--- config.mk ---
export PLATFORM = sky130hd
export DESIGN_NAME = exec_slice
export DESIGN_NICKNAME = d
export VERILOG_FILES = /design/src/logic/exec_slice_pkg.sv /design/src/logic/logic_unit.sv /design/src/logic/exec_slice.sv
export SDC_FILE = /design/constraint.sdc
export NUM_CORES = 1
export LEC_CHECK = 0
export ABC_CLOCK_PERIOD_IN_PS = 3600
export BUFFER_PORTS_ARGS = -buffer_cell sky130_fd_sc_hd__buf_4
export CAP_MARGIN = 20
export CELL_PAD_IN_SITES_DETAIL_PLACEMENT = 0
export CELL_PAD_IN_SITES_GLOBAL_PLACEMENT = 1
export CORE_MARGIN = 3
export CORE_UTILIZATION = 43
export CTS_BUF_LIST = sky130_fd_sc_hd__clkbuf_2 sky130_fd_sc_hd__clkbuf_4 sky130_fd_sc_hd__clkbuf_8
export DETAILED_ROUTE_END_ITERATION = 16
export PLACE_DENSITY_LB_ADDON = 0.1
export SYNTH_ARGS = -nofsm -noshare
export SYNTH_HDL_FRONTEND = slang
export SYNTH_HIERARCHICAL = 1
export SYNTH_SLANG_ARGS = --single-unit
--- constraint.sdc ---
create_clock -name mclk -period 3.6 [get_ports mclk]
set_input_delay 0.18 -clock mclk [delete_from_list [all_inputs] [get_ports mclk]]
set_output_delay 0.18 -clock mclk [all_outputs]
set_load 0.02 [all_outputs]
--- src/logic/exec_slice_pkg.sv ---
// ----------------------------------------------------------------------------
// Shared constants and types for the execute slice.
// ----------------------------------------------------------------------------
package exec_slice_pkg;

  // ----------------------------------------------------------------------------
  // Widths.
  // ----------------------------------------------------------------------------
  localparam int unsigned WORD_W  = 16;
  localparam int unsigned BYTE_W  = 8;
  localparam int unsigned FLAG_W  = 4;
  localparam int unsigned LEVEL_W = 3;

  // ----------------------------------------------------------------------------
  // Flag positions inside the flag vector.
  // ----------------------------------------------------------------------------
  localparam int unsigned FLAG_CARRY    = 0;
  localparam int unsigned FLAG_ZERO     = 1;
  localparam int unsigned FLAG_SIGN     = 2;
  localparam int unsigned FLAG_OVERFLOW = 3;

  // ----------------------------------------------------------------------------
  // Values after reset.
  // ----------------------------------------------------------------------------
  localparam logic [15:0] WORD_RST  = 16'h0000;
  localparam logic [3:0]  FLAGS_RST = 4'h0;
  localparam logic [7:0]  BYTE_ZERO = 8'h00;

  // ----------------------------------------------------------------------------
  // Operation codes presented with an issue strobe.
  // ----------------------------------------------------------------------------
  typedef enum logic [2:0] {
    op_nop          = 3'h0,
    op_store_if_z   = 3'h1,
    op_select_store = 3'h2,
    op_subtract     = 3'h3,
    op_test         = 3'h4,
    op_undefined    = 3'h5,
    op_wait         = 3'h6,
    op_exchange     = 3'h7
  } op_t;

  // ----------------------------------------------------------------------------
  // Core run state; Gray coded along the run, halt, run path.
  // ----------------------------------------------------------------------------
  typedef enum logic [1:0] {
    st_run  = 2'h0,
    st_halt = 2'h1
  } run_state_t;

endpackage

--- src/logic/logic_unit.sv ---
`timescale 1ns/1ps
`default_nettype none

// ----------------------------------------------------------------------------
// Subtract and AND unit with flag generation at byte or word width.
// ----------------------------------------------------------------------------
module logic_unit
  import exec_slice_pkg::*;
(
  // Operands, already aligned by the caller.
  input  wire logic [15:0] lhs,
  input  wire logic [15:0] rhs,
  // Mode.
  input  wire logic        wide,
  input  wire logic        do_and,
  // Results.
  output logic      [15:0] result,
  output logic      [3:0]  flags
);

  logic [16:0] diff;
  logic        msb;
  logic        zero;

  // Result and flags; width picks the sign bit and the zero test.
  always_comb begin
    diff   = {1'b0, lhs} - {1'b0, rhs};
    result = do_and ? (lhs & rhs) : diff[15:0];
    msb    = wide ? result[15] : result[7];
    zero   = wide ? (result == WORD_RST) : (result[7:0] == BYTE_ZERO);
    flags  = FLAGS_RST;
    flags[FLAG_ZERO] = zero;
    flags[FLAG_SIGN] = msb;
    if (!do_and) begin
      // Carry means no borrow; overflow when operand signs differ and the sign flips.
      flags[FLAG_CARRY]    = wide ? ~diff[16] : (lhs[7:0] >= rhs[7:0]);
      flags[FLAG_OVERFLOW] = wide ? ((lhs[15] ^ rhs[15]) & (lhs[15] ^ msb))
                                  : ((lhs[7] ^ rhs[7]) & (lhs[7] ^ msb));
    end
  end

endmodule

`default_nettype wire

--- src/logic/exec_slice.sv ---
`timescale 1ns/1ps
`default_nettype none

// Contract
// - Conditional store writes source to destination only when zero flag is 1.
// - Select store writes first source if zero flag is 1, else second source.
// - Subtract writes destination minus source back into destination.
// - Byte subtract or test into address register zero-extends source, runs 16-bit.
// - Byte subtract or test from address register uses its low 8 bits only.
// - Test sets zero and sign from the AND of source and destination, clears carry and overflow.
// - Undefined-opcode instruction raises the undefined-instruction interrupt.
// - That interrupt ignores interrupt enable and processor priority level.
// - Wait halts until a higher-priority interrupt is acknowledged or reset.
// - Exchange swaps source and destination contents.
// - Byte exchange into address register: zero-extended source in, low byte out.
module exec_slice
  import exec_slice_pkg::*;
(
  // Clock, reset and clock enable.
  input  wire logic                 mclk,
  input  wire logic                 resetn,
  input  wire logic                 clk_en,
  // Instruction issue.
  input  wire logic                 issue,
  input  wire op_t                  op,
  input  wire logic                 byte_size,
  input  wire logic                 dest_is_addr,
  input  wire logic                 src_is_addr,
  // Operand values read from registers or memory.
  input  wire logic [WORD_W-1:0]    first_source,
  input  wire logic [WORD_W-1:0]    second_source,
  input  wire logic [WORD_W-1:0]    dest_value,
  input  wire logic [FLAG_W-1:0]    flags_in,
  // Interrupt context.
  input  wire logic                 int_enable,
  input  wire logic [LEVEL_W-1:0]   processor_priority_level,
  input  wire logic                 irq_pending,
  input  wire logic [LEVEL_W-1:0]   irq_level,
  // Write-back to the destination operand.
  output logic                      dest_we_q,
  output logic      [WORD_W-1:0]    dest_data_q,
  // Write-back to the source operand.
  output logic                      src_we_q,
  output logic      [WORD_W-1:0]    src_data_q,
  // Flag write-back.
  output logic                      flags_we_q,
  output logic      [FLAG_W-1:0]    flags_q,
  // Interrupt and run status.
  output logic                      undef_trap_q,
  output logic                      irq_ack_q,
  output logic                      halted_q,
  output logic                      ready_q
);

  // ----------------------------------------------------------------------------
  // Operand alignment helpers.
  // ----------------------------------------------------------------------------

  // Byte-size source: only the low byte counts, zero-extended to a word.
  function automatic logic [15:0] byte_source(input logic [15:0] value);
    byte_source = {BYTE_ZERO, value[7:0]};
  endfunction

  // Merges a byte result into a word, keeping the destination's upper byte.
  function automatic logic [15:0] merge_byte(input logic [15:0] keep,
                                             input logic [15:0] value);
    merge_byte = {keep[15:8], value[7:0]};
  endfunction

  // Value written to a destination for a plain store or an exchange.
  function automatic logic [15:0] store_value(input logic        as_byte,
                                              input logic        to_addr,
                                              input logic [15:0] keep,
                                              input logic [15:0] value);
    if (!as_byte) begin
      store_value = value;
    end else if (to_addr) begin
      store_value = byte_source(value);
    end else begin
      store_value = merge_byte(keep, value);
    end
  endfunction

  // ----------------------------------------------------------------------------
  // Arithmetic operand preparation.
  // ----------------------------------------------------------------------------
  logic        wide_op;
  logic [15:0] alu_rhs;
  logic [15:0] alu_lhs;
  logic [15:0] alu_result;
  logic [3:0]  alu_flags;

  // Byte mode into an address register widens to 16 bits.
  always_comb begin
    wide_op = !byte_size || dest_is_addr;
    alu_rhs = byte_size ? byte_source(first_source) : first_source;
    alu_lhs = dest_value;
  end

  // Subtract and AND datapath.
  logic_unit u_logic_unit (
    .lhs    (alu_lhs),
    .rhs    (alu_rhs),
    .wide   (wide_op),
    .do_and (op == op_test),
    .result (alu_result),
    .flags  (alu_flags)
  );

  // ----------------------------------------------------------------------------
  // Run state and write-back registers.
  // ----------------------------------------------------------------------------
  run_state_t          state_q;
  run_state_t          state_d;
  logic                dest_we_d;
  logic [WORD_W-1:0]   dest_data_d;
  logic                src_we_d;
  logic [WORD_W-1:0]   src_data_d;
  logic                flags_we_d;
  logic [FLAG_W-1:0]   flags_d;
  logic                undef_trap_d;
  logic                irq_ack_d;
  logic                take;
  logic                zero_set;
  logic                wake;

  // Next-state and write-back decode for one issued instruction.
  always_comb begin
    state_d      = state_q;
    dest_we_d    = 1'b0;
    dest_data_d  = dest_data_q;
    src_we_d     = 1'b0;
    src_data_d   = src_data_q;
    flags_we_d   = 1'b0;
    flags_d      = flags_q;
    undef_trap_d = 1'b0;
    irq_ack_d    = 1'b0;
    zero_set     = flags_in[FLAG_ZERO];
    take         = issue && (state_q == st_run);
    wake         = irq_pending && int_enable && (irq_level > processor_priority_level);
    case (state_q)
      st_run: begin
        if (take) begin
          case (op)
            op_store_if_z: begin
              dest_we_d   = zero_set;
              dest_data_d = store_value(byte_size, dest_is_addr, dest_value, first_source);
            end
            op_select_store: begin
              dest_we_d   = 1'b1;
              dest_data_d = zero_set
                          ? store_value(byte_size, dest_is_addr, dest_value, first_source)
                          : store_value(byte_size, dest_is_addr, dest_value, second_source);
            end
            op_subtract: begin
              dest_we_d   = 1'b1;
              dest_data_d = wide_op ? alu_result : merge_byte(dest_value, alu_result);
              flags_we_d  = 1'b1;
              flags_d     = alu_flags;
            end
            op_test: begin
              flags_we_d  = 1'b1;
              flags_d     = alu_flags;
            end
            op_undefined: begin
              undef_trap_d = 1'b1;
            end
            op_wait: begin
              state_d = st_halt;
            end
            op_exchange: begin
              dest_we_d   = 1'b1;
              dest_data_d = store_value(byte_size, dest_is_addr, dest_value, first_source);
              src_we_d    = 1'b1;
              src_data_d  = byte_size ? merge_byte(first_source, dest_value) : dest_value;
            end
            default: begin
              state_d = st_run;
            end
          endcase
        end
      end
      st_halt: begin
        if (wake) begin
          irq_ack_d = 1'b1;
          state_d   = st_run;
        end
      end
      default: begin
        state_d = st_run;
      end
    endcase
  end

  // Registers; the undefined trap is raised without looking at enable or level.
  always_ff @(posedge mclk or negedge resetn) begin
    if (!resetn) begin
      state_q      <= st_run;
      dest_we_q    <= 1'b0;
      dest_data_q  <= WORD_RST;
      src_we_q     <= 1'b0;
      src_data_q   <= WORD_RST;
      flags_we_q   <= 1'b0;
      flags_q      <= FLAGS_RST;
      undef_trap_q <= 1'b0;
      irq_ack_q    <= 1'b0;
      halted_q     <= 1'b0;
      ready_q      <= 1'b0;
    end else if (clk_en) begin
      state_q      <= state_d;
      dest_we_q    <= dest_we_d;
      dest_data_q  <= dest_data_d;
      src_we_q     <= src_we_d;
      src_data_q   <= src_data_d;
      flags_we_q   <= flags_we_d;
      flags_q      <= flags_d;
      undef_trap_q <= undef_trap_d;
      irq_ack_q    <= irq_ack_d;
      halted_q     <= (state_d == st_halt);
      ready_q      <= (state_d == st_run);
    end
  end

endmodule

`default_nettype wire

# [Word-level counts from Yosys, hierarchy flattened]
# Cells that the tools add are included.
[totals] out_inout_bits=43 reg_bits=45 input_bits=70 wordCells=82
[op_classes] bitwise_logic=8 addsub=1 reduce_logical=17 n_lt_le_gt_ge=2 n_mux=34 eq_ne=9
[ops] operator="two-way mux 16 bit" n=9
[ops] operator="one-hot mux 16 bit (3 select lines)" n=1
[ops] operator="two-way mux 1 bit" n=19
[ops] operator="subtractor 16 x 16 -> 17 bit" n=1
[ops] operator="bitwise AND 16 bit" n=1
[ops] operator="logical NOT 16 bit" n=1
[ops] operator="equality test 3 bit, second input constant" n=4
[ops] operator="AND reduction 4 bit" n=3
[ops] operator=">= comparator 8 bit" n=1
[ops] operator="logical NOT 8 bit" n=1
[ops] operator="one-hot mux 2 bit (2 select lines)" n=2
[ops] operator="equality test 3 x 2 -> 1 bit, second input constant" n=2
[ops] operator="OR reduction 6 bit" n=1
[ops] operator="equality test 2 x 1 -> 1 bit, second input constant" n=2
[ops] operator="logical NOT 2 bit" n=2
[ops] operator="two-way mux 2 bit" n=2
[ops] operator="OR reduction 2 bit" n=2
[ops] operator="bitwise XOR 1 bit" n=4
[ops] operator="equality test 3 x 1 -> 1 bit, second input constant" n=1
[ops] operator="greater-than comparator 3 bit" n=1
[ops] operator="logical AND 1 bit" n=3
[ops] operator="nonzero test 3 bit" n=1
[ops] operator="OR reduction 3 bit" n=1
[ops] operator="bitwise AND 1 bit" n=2
[ops] operator="4 further kinds" n=4

# [Longest topological paths before layout]
# Gate-level depths: netlist (run 1).
[depth] ltp_word=8 ltp_mapped=15 ltp_nobuf=13

# [Modules after synthesis]
# Netlist (run 1), hierarchy kept.
[by_module_without_submodules] module="exec_slice" n_inst=1 seq_area_each_um2=1126.1 area_each_um2=2396.0 cells_each=221
[by_module_without_submodules] module="logic_unit" n_inst=1 seq_area_each_um2=0.0 area_each_um2=1416.4 cells_each=199

# [Least setup slack after synthesis (run 1)]
# OpenSTA, ideal clock, no wires.
[synth_timing] path_type="input port to flip-flop" start="input byte_size" end="register dest_data_q[15]" slack_ps=528 cell_stages=15 t_arrival_ps=2946 n_path_buf=2 t_required_ps=3474 path_cell_list="buf_2 -> clkbuf_1 -> nor2b_1 -> inv_1 -> ha_1 -> a21oi_1 -> and2_4 -> o311a_1 -> a22oi_2 -> xnor2_1 -> mux2i_4 -> inv_1 -> and3_1 -> a221o_1 -> a221o_1"
[synth_via] elab_chain_cells=5 elab_cells_between_ends=11 classes_between="add/sub: 1; mux: 7; bitwise: 1; reduce/logical: 2"
[synth_rtl] element="start, declared" line_no="exec_slice.sv:26" source="input wire logic byte_size,"
[synth_rtl] element="two-way mux 16 bit" line_no="exec_slice.sv:96" source="alu_rhs = byte_size ? byte_source(first_source) : first_source;"
[synth_rtl] element="named net alu_rhs[8]" line_no="exec_slice.sv:88" source="logic [15:0] alu_rhs;"
[synth_rtl] element="subtractor 16 x 16 -> 17 bit" line_no="logic_unit.sv:27" source="diff = {1'b0, lhs} - {1'b0, rhs};"
[synth_rtl] element="two-way mux 16 bit" line_no="logic_unit.sv:28" source="result = do_and ? (lhs & rhs) : diff[15:0];"
[synth_rtl] element="named net alu_result[15]" line_no="exec_slice.sv:90" source="logic [15:0] alu_result;"
[synth_rtl] element="two-way mux 16 bit" line_no="exec_slice.sv:157" source="dest_data_d = wide_op ? alu_result : merge_byte(dest_value, alu_result);"
[synth_rtl] element="one-hot mux 16 bit (3 select lines)" line_no="exec_slice.sv:144" source="case (op)"
[synth_rtl] element="end signal, assigned" line_no="exec_slice.sv:212" source="dest_data_q <= dest_data_d;"
[synth_rtl] element="end, declared" line_no="exec_slice.sv:41" source="output logic [WORD_W-1:0] dest_data_q,"
# The timed path passes the listed nets, and every way through them passes these cells.
# A chain may end at the register's enable or synchronous reset.

# [Worst setup path in the final report (run 1)]
# Same ends and word-level chain as after synthesis.

==> out/results.txt, run 1 <==
GRT Total Usage = 20.5%
Ranking of synthesized cells by area = dfrtp_1 (30%), ha_1 (11%), mux2_2 (6.2%), o21ai_0 (4.2%), nand2_1 (3.7%)
CTS tree = built
Fin area = 4770 sq um
Vias = 3,461
CP Capture Type = register
Core ar. = 8420 sq um
Min Clock Period, post-route = 2.84 ns
R2R depth = 4
Placed insts = 617
Mapped Nets = 527
Inserted Clock Buffers = 5
Crit share post-route = 79.0%
DR DRC count = 0
Maximum vdd drop = 242 uV
Clock tree buffer depth = 2
Die width = 100 um
Largest net degree at the start of global routing = 46
Largest area contributor in the netlist = dfrtp_1
Detailed router's first-iteration violation count = 215
Setup crit start kind = input pin
Share of cells above drive strength 1 = 30.5%
Root Driver = clkbuf_8
Antenna violations before repair = 0
Starting Density = 45.3%
Arrival time at the worst endpoint = 3.03 ns
Number of global-route vias before repair = 3,338
Total congestion overflow = 0
Inserted Diodes = 0
CP required = 3.79 ns
DR pass1 iterations = 4
Critical path type = in -> reg
Area fraction of the dominant cell type after synthesis = 29.5%
Clock-pin slew of the registers on the worst-case setup and hold paths = 0.09 ns
Mapped Cells = 420
Clk sink count = 45
First-pass GRT wire length = 16,500 um
Post-synth EDFFs = 0
Reg2reg setup slack = 1.46 ns
Setup-failing EPs final = 0
WHS Endpoint = state_q[1]$_DFFE_PN0P_
WL/cell = 16.7 um
Seq cells post-synth = 45
Final non-filler cell total = 626
Port Buf Inserts = 108
Clock Latency Late Sink = 0.30 ns
Worst hold start = clk_en
Critical path, cell by cell = buf_4, nor2b_1, inv_1, ha_1, a21oi_1, and2_4, o311a_1, a22oi_2, xnor2_1, mux2i_4, inv_1, and3_1, a221o_1, a221o_1
Core Rows = 33
Die H = 100 um
Max-slew headroom = 45.8%
Crit-path max cell delay = 0.38 ns
Max Clk Rate = 0.352 GHz
Hold Crit Depth = 2
Ys flop type = dfrtp_1
Max-cap violations = 0
Class of the worst hold path = in -> reg
Pwr dens = 407 nW/um^2
Final TNS setup = 0 ns
CP Max Fanout = 20
Routed wire length = 10,400 um
Mapped cell area = 3810 sq um
Outcome = complete, no violations
Reg-to-Reg Start = state_q[1]$_DFFE_PN0P_
Die area = 10,000 sq um
Detail Placement HPWL = 8420 um
DR vias/cell = 5.53
H-tree levels = 2
Total design power = 1.94 mW
Area growth from synthesis to layout = 25.0%
Worst path slowest cell = ha_1
Final hold violations = 0
Yosys cell types = 69
Clk_skew = 0.00840 ns
Static leakage = 2.34 nW
Sequential share of the synthesized area = 29.5%
Nets@finish = 627
Syn avg cell area = 9.08 sq um
Post-Place Cell Area = 4670 sq um
RSZ-0062 raised after global routing = false
Syn. warnings = 6
Ys async rst share = 100%
Reg2reg end = dest_data_q[9]$_DFFE_PN0P_
Routability Congestion = 0.881
Fin. max-slew vios = 0
Total I/O pin count = 113
Number of routed nets with antenna violations = 0
Slew @ Worst Pin = 0.811 ns
synthesized netlist by cell type (5+ instances only):
library cell / count
nand3_1: 5
xnor2_1: 6
ha_1: 35
mux2_2: 21
nor2b_1: 13
o211ai_1: 7
and3_1: 8
o21a_1: 5
dfrtp_1: 45
a222oi_1: 8
a21oi_1: 18
nand2_1: 38
and2_1: 8
buf_2: 8
inv_1: 36
nor2_1: 24
a221o_1: 10
mux2i_1: 9
o21ai_0: 32
power breakdown:
part / switching [mW] / leakage (nW) / internal (mW)
Clock: 0.189 / 0.0445 / 0.138
Combinational: 0.488 / 1.73 / 0.412
Sequential: 0.0766 / 0.569 / 0.636
Total: 0.754 / 2.34 / 1.19
final cells by class:
type	count	area, sq um
well taps	105	131
clock buffers	5	68.8
inverters	37	139
multi-input cells	320	2440
repair buffers	111	836
flip-flops and latches	45	1130
clock inverters	3	21.3
fillers	828	3660
cell usage in the layout, fill, tap and decap left out, types with 5 or more instances in the layout:
cell	synthesis	layout
clkbuf_8	1	5
a221o_1	10	10
buf_4	2	110
a21oi_1	18	18
mux2_2	21	21
and2_1	8	8
mux2i_1	9	9
nand2_1	38	38
dfrtp_1	45	45
o21a_1	5	5
nor2b_1	13	13
nor2_1	24	23
and3_1	8	8
xnor2_1	6	6
inv_1	36	36
o211ai_1	7	7
o21ai_0	32	32
ha_1	35	35
nand3_1	5	5
a222oi_1	8	8
cells by family after synthesis:
logic type	synth area share (%)
AOI/OAI and AO/OA	21.6
buffers and inverters	6.43
muxes	9.16
and+or+nand+nor	18.9
DFF	29.5
xor gates and xnor gates	1.84
adders and majority gates	12.5
metrics by stage:
step	worst slack, ns	hold WS [ns]	utilization (%)
after floorplan	0.528	-0.116	-
after global placement	0.453	0.218	55.4
after detailed placement	0.458	0.225	55.4
after CTS	0.773	0.0908	56.6
after global routing	0.472	0.0962	56.6
final	0.758	0.0933	56.6
per-layer routing:
layer / global-route usage [%] / vias to the layer above / routed length (um)
li1: - / 1732 / -
met1: 29.8 / 1633 / 5040
met2: 32.9 / 90 / 4750
met3: 2.85 / 6 / 562
met4: 3.32 / 0 / 75
met5: 0 / - / 0
worst max-delay path: cells and delay by family:
kind                     cells  cell delay, ns
adder cells (fa/ha/maj)      1            0.38
XOR/XNOR                     1            0.13
AO/OA/AOI/OAI                5            1.24
buffers and inverters        3            0.33
AND/OR/NAND/NOR              3            0.57
multiplexers                 1            0.19
how the worst max path moves through the flow:
stage                         start                          end  slack, ns  depth (start not counted)
after detailed placement  byte_size  dest_data_q[15]$_DFFE_PN0P_       0.46                         14
after global routing      byte_size       flags_q[1]$_DFFE_PN0P_       0.47                         13
final                     byte_size  dest_data_q[15]$_DFFE_PN0P_       0.76                         14
after global placement    byte_size  dest_data_q[15]$_DFFE_PN0P_       0.45                         14
after floorplan           byte_size  dest_data_q[15]$_DFFE_PN0P_       0.53                         15
after CTS                 byte_size  dest_data_q[15]$_DFFE_PN0P_       0.77                         14
registers in the layout, summed over array words and instances (netlist names):
name / cells
dest_data_q: 16
halted_q: 1
undef_trap_q: 1
flags_we_q: 1
src_we_q: 1
ready_q: 1
irq_ack_q: 1
flags_q: 4
dest_we_q: 1
state_q: 2
src_data_q: 16
repair_timing:
action | 4_1_cts | 5_1_grt
gates resized for setup | 0 | 0
hold buffers | 1 | 0
buffers inserted | 0 | 0
hold endpoints to repair | 45 | 0
(Power assumes the default switching activity.)
==> run 2: changes to the inputs <==
ABC_CLOCK_PERIOD_IN_PS = 2870   (was 3600)
CORE_UTILIZATION = 40   (was 43)
clock period = 2.87 ns   (was 3.6 ns; I/O delays follow)
==> out/results.txt, run 2 (synthesis gave the netlist of run 1 again) <==
Outcome = complete, no violations
Number of routed nets with antenna violations = 0
Static leakage = 2.41 nW
DR DRC count = 0
CP Capture Type = register
R2R depth = 4
H-tree levels = 2
Max-slew headroom = 48.1%
Die area = 10,700 sq um
Total I/O pin count = 113
WL/cell = 16.3 um
Class of the worst hold path = in -> reg
Die H = 104 um
Clock Latency Late Sink = 0.30 ns
Slew @ Worst Pin = 0.777 ns
CTS hold repair buffers = 1
Seq pwr share = 36.2%
Fin area = 4920 sq um
Post-Place Cell Area = 4820 sq um
Arrival time at the worst endpoint = 2.89 ns
Combinational share of power = 47.0%
Root Driver = clkbuf_8
Reg-to-Reg Start = state_q[1]$_DFFE_PN0P_
Clk_skew = 0.00496 ns
Most frequent cells in the layout = buf_4 (125), dfrtp_1 (45), nand2_1 (38)
Max-cap violations = 0
Vias = 3,553
Setup bufs post-CTS = 0
Worst path bufs/invs = 4
DR vias/cell = 5.37
Pre-CTS WS = -0.0358 ns
Inserted Diodes = 0
Total design power = 2.46 mW
Commonest non-fill, non-tap cell in the layout = buf_4
Core Rows = 34
Share of cells above drive strength 1 = 32.6%
Setup crit start = byte_size
Reg2reg setup slack = 0.77 ns
FF+latch area = 1130 sq um
Crit-path max cell delay = 0.38 ns
Antenna violations before repair = 0
Largest net degree at the start of global routing = 46
Critical path, cell by cell = buf_4, buf_4, nor2b_1, inv_1, ha_1, nand2_1, a21oi_1, nor2_1, a2111oi_0, nand3b_1, nor4_1, buf_4, nand4_2, a211oi_2, mux2_2
Nets@finish = 642
Area of the multi-input gates = 2460 sq um
Setup crit end = flags_q[1]$_DFFE_PN0P_
Pwr dens = 501 nW/um^2
CTS tree = built
Area growth from synthesis to layout = 29.1%
Detail Placement HPWL = 8740 um
Min Clock Period, post-route = 2.64 ns
Clock-pin slew of the registers on the worst-case setup and hold paths = 0.09 ns
CP required = 3.12 ns
Number of global-route vias before repair = 3,429
Final TNS setup = 0 ns
Fillers = 847
First-pass GRT wire length = 17,400 um
Post-route setup slack = 0.226 ns
Crit. path cell count = 15
CP Max Fanout = 8
Worst path slowest cell = nor4_1
Fin. max-slew vios = 0
P_int = 1.51 mW
Switching Fraction = 38.7%
Port Buf Inserts = 108
Inserted Clock Buffers = 5
Max Clk Rate = 0.378 GHz
Biggest regs = dest_data_q x16, src_data_q x16, flags_q x4
Setup crit start kind = input pin
Final hold violations = 0
Total congestion overflow = 0
Starting Density = 42.5%
Setup-failing EPs final = 0
Clk sink count = 45
Reg2reg end = dest_data_q[12]$_DFFE_PN0P_
RSZ-0062 raised after global routing = false
Core ar. = 8980 sq um
Most used cell, CP = buf_4
Crit share post-route = 92.1%
Routability Congestion = 0.876
GRT Total Usage = 19.6%
Detailed router's first-iteration violation count = 189
Post-cts resize count = 0
Maximum vdd drop = 287 uV
Routed wire length = 10,800 um
Delay-heaviest family, CP = simple AND/OR/NAND/NOR gates
P_sw = 0.954 mW
Die width = 104 um
DR pass1 iterations = 5
Clock tree buffer depth = 2
Critical path type = in -> reg
Clk pwr share = 16.9%
[run 2: cell types whose count changed in the layout (fill, tap and decap cells not counted), sizes merged]
cell / delta
buf: +15
[run 2: final cells by class]
cell class / instances / share of cell area (%)
well taps: 126 / 3.20
flip-flops and latches: 45 / 22.9
inverters: 37 / 2.82
clock buffers: 5 / 1.40
repair buffers: 126 / 19.3
multi-input cells: 320 / 49.9
clock inverters: 3 / 0.509
[run 2: routing by layer]
layer  GRT usage (%)  vias up  share of wire (%)
met5               0        -                  0
met4            3.80        0               0.91
met3            3.54        8                5.5
met2            30.4      101                 45
met1            28.6     1682                 49
li1                -     1762                  -
[run 2: worst min path at each step]
stage | from | end | slack (ns) | depth (start not counted)
2_1_floorplan | resetn | dest_data_q[0]$_DFFE_PN0P_ | -0.15 | 0
3_3_place_gp | resetn | src_data_q[11]$_DFFE_PN0P_ | 0.19 | 1
6_report | clk_en | state_q[1]$_DFFE_PN0P_ | 0.06 | 2
4_1_cts | clk_en | state_q[1]$_DFFE_PN0P_ | 0.05 | 2
3_5_place_dp | resetn | src_data_q[10]$_DFFE_PN0P_ | 0.18 | 1
5_1_grt | clk_en | state_q[1]$_DFFE_PN0P_ | 0.05 | 2
[run 2: worst register-to-register path: stages (launching register included)]
cell       delay [ns]
dfrtp_1          0.40
and4bb_4         0.38
nand2_1          0.46
a2111oi_0        0.61
o2bb2ai_1        0.13
[run 2: power groups by stage]
stage               logic (mW)  clock network [mW]  registers (mW)
floorplan                0.467                   0            1.09
global placement          1.14                   0           0.902
detailed placement        1.16                   0           0.906
CTS                       1.16               0.428           0.894
global route              1.25               0.458           0.915
finish                    1.16               0.416           0.891
[run 2: metrics by stage]
| step | utilization [%] | hold slack, ns | instances |
|---|---|---|---|
| 6_report | 54.8 | 0.0609 | 662 |
| 4_1_cts | 54.8 | 0.0506 | 662 |
| 2_1_floorplan | - | -0.152 | 420 |
| 5_1_grt | 54.8 | 0.0546 | 662 |
| 3_3_place_gp | 53.7 | 0.187 | 653 |
| 3_5_place_dp | 53.7 | 0.185 | 653 |
==> run 3: changes to the inputs <==
ABC_CLOCK_PERIOD_IN_PS = 3400   (was 2870)
CORE_UTILIZATION = 43   (was 40)
clock period = 3.4 ns   (was 2.87 ns; I/O delays follow)
==> out/results.txt, run 3 (synthesis gave the netlist of run 1 again) <==
Outcome = complete, no violations
Root Driver = clkbuf_8
Critical path type = in -> reg
CTS tree = built
DR pass1 iterations = 4
Clk sink count = 45
CP Max Fanout = 6
Critical path, cell by cell = buf_4, nor2b_1, inv_1, ha_1, a21oi_1, and2_4, o311a_1, a22oi_2, xnor2_1, mux2i_4, inv_1, and3_1, a221o_1, a221o_1
Final non-filler cell total = 628
DR DRC count = 0
Total congestion overflow = 0
Antenna violations before repair = 0
Routed wire length = 10,400 um
Maximum vdd drop = 245 uV
Final hold violations = 0
H-tree levels = 2
Max-slew headroom = 47.9%
DR vias/cell = 5.60
Number of global-route vias before repair = 3,367
Share of cells above drive strength 1 = 30.8%
Max-cap violations = 0
Fin area = 4810 sq um
Largest net degree at the start of global routing = 46
Core Rows = 33
Die width = 100 um
Inserted Clock Buffers = 5
Arrival time at the worst endpoint = 2.95 ns
Clock Latency Late Sink = 0.30 ns
Number of routed nets with antenna violations = 0
Inserted Diodes = 0
Fillers = 784
Most frequent cells in the layout = buf_4 (112), dfrtp_1 (45), nand2_1 (38)
Starting Density = 45.3%
Clk_skew = 0.00693 ns
Detail Placement HPWL = 8410 um
Setup crit start kind = input pin
Post-Place Cell Area = 4680 sq um
Setup-failing EPs final = 0
Port Buf Inserts = 108
Crit-path max cell delay = 0.39 ns
Post-Route Utilization = 57.1%
WL/cell = 16.6 um
CP Capture Type = register
Static leakage = 2.36 nW
Max Clk Rate = 0.363 GHz
Placed insts = 619
First-pass GRT wire length = 16,600 um
Die H = 100 um
Min Clock Period, post-route = 2.75 ns
Biggest regs = dest_data_q x16, src_data_q x16, flags_q x4
Class of the worst hold path = in -> reg
CP required = 3.59 ns
Clock-pin slew of the registers on the worst-case setup and hold paths = 0.09 ns
Fin. max-slew vios = 0
Worst path slowest cell = ha_1
Crit share post-route = 81.0%
Detailed router's first-iteration violation count = 179
Total I/O pin count = 113
Die area = 10,000 sq um
Core ar. = 8420 sq um
Routability Congestion = 0.846
GRT Total Usage = 20.5%
Vias = 3,516
Slew @ Worst Pin = 0.779 ns
Pwr dens = 446 nW/um^2
Final TNS setup = 0 ns
Clock tree buffer depth = 2
Hold_ws = 0.0871 ns
Commonest non-fill, non-tap cell in the layout = buf_4
Area growth from synthesis to layout = 26.2%
Nets@finish = 629
RSZ-0062 raised after global routing = false
[run 3: cell count changes in the layout (fill, tap and decap cells not counted), sizes merged]
cell | previous run | this run
buf | 125 | 112
bufinv | 0 | 1
clkbuf | 5 | 6
clkinv | 2 | 1
inv | 37 | 36
[run 3: area by class of cell]
class | count | area, sq um | share of cell area (%)
clock buffers | 6 | 82.6 | 1.72
multi-input cells | 320 | 2440 | 50.8
repair buffers | 113 | 851 | 17.7
well taps | 105 | 131 | 2.73
flip-flops and latches | 45 | 1130 | 23.4
clock inverters | 2 | 37.5 | 0.780
inverters | 37 | 139 | 2.89
[run 3: worst paths after layout]
path                            depth (start not counted)  slack (ns)                  startpoint                          end
min in group asynchronous                               2        0.40                      resetn   src_data_q[11]$_DFFE_PN0P_
worst max-delay path                                   14        0.65                   byte_size  dest_data_q[15]$_DFFE_PN0P_
worst min register to register                          2        0.49  src_data_q[11]$_DFFE_PN0P_   src_data_q[11]$_DFFE_PN0P_
worst max register to register                          4        1.30      state_q[1]$_DFFE_PN0P_  dest_data_q[12]$_DFFE_PN0P_
worst min-delay path                                    2        0.09                      clk_en       state_q[1]$_DFFE_PN0P_
max in group asynchronous                               2        2.60                      resetn       flags_q[1]$_DFFE_PN0P_
[run 3: timing repair]
action,CTS,global route
gates resized for setup,0,0
hold buffers,1,0
buffers inserted,0,0
endpoints found under the hold margin,45,0
[run 3: per-layer routing]
| metal | vias up | global-route usage, % | part of all wire (%) |
|---|---|---|---|
| li1 | 1722 | - | - |
| met5 | - | 0 | 0 |
| met2 | 101 | 31.9 | 44 |
| met3 | 12 | 2.99 | 5.6 |
| met4 | 0 | 5.49 | 1.6 |
| met1 | 1681 | 29.8 | 48 |
[run 3: power breakdown]
part | switching (mW) | internal [mW] | total [mW] | leakage (nW)
logic | 0.519 | 0.438 | 0.957 | 1.74
registers | 0.0812 | 0.674 | 0.755 | 0.569
clock network | 0.194 | 0.239 | 0.433 | 0.0574
[run 3: worst max-delay path, delay by kind of cell]
family	cells	cell delay [ns]
adders and majority gates	1	0.39
xor gates and xnor gates	1	0.13
muxes	1	0.19
buffers and inverters	3	0.26
AOI/OAI and AO/OA	5	1.26
and+or+nand+nor	3	0.55
[run 3: metrics by stage]
step / worst slack (ns) / power, mW
final: 0.646 / 2.14
after CTS: 0.632 / 2.17
after floorplan: 0.338 / 1.31
after global routing: 0.385 / 2.28
after detailed placement: 0.327 / 1.73
after global placement: 0.353 / 1.71
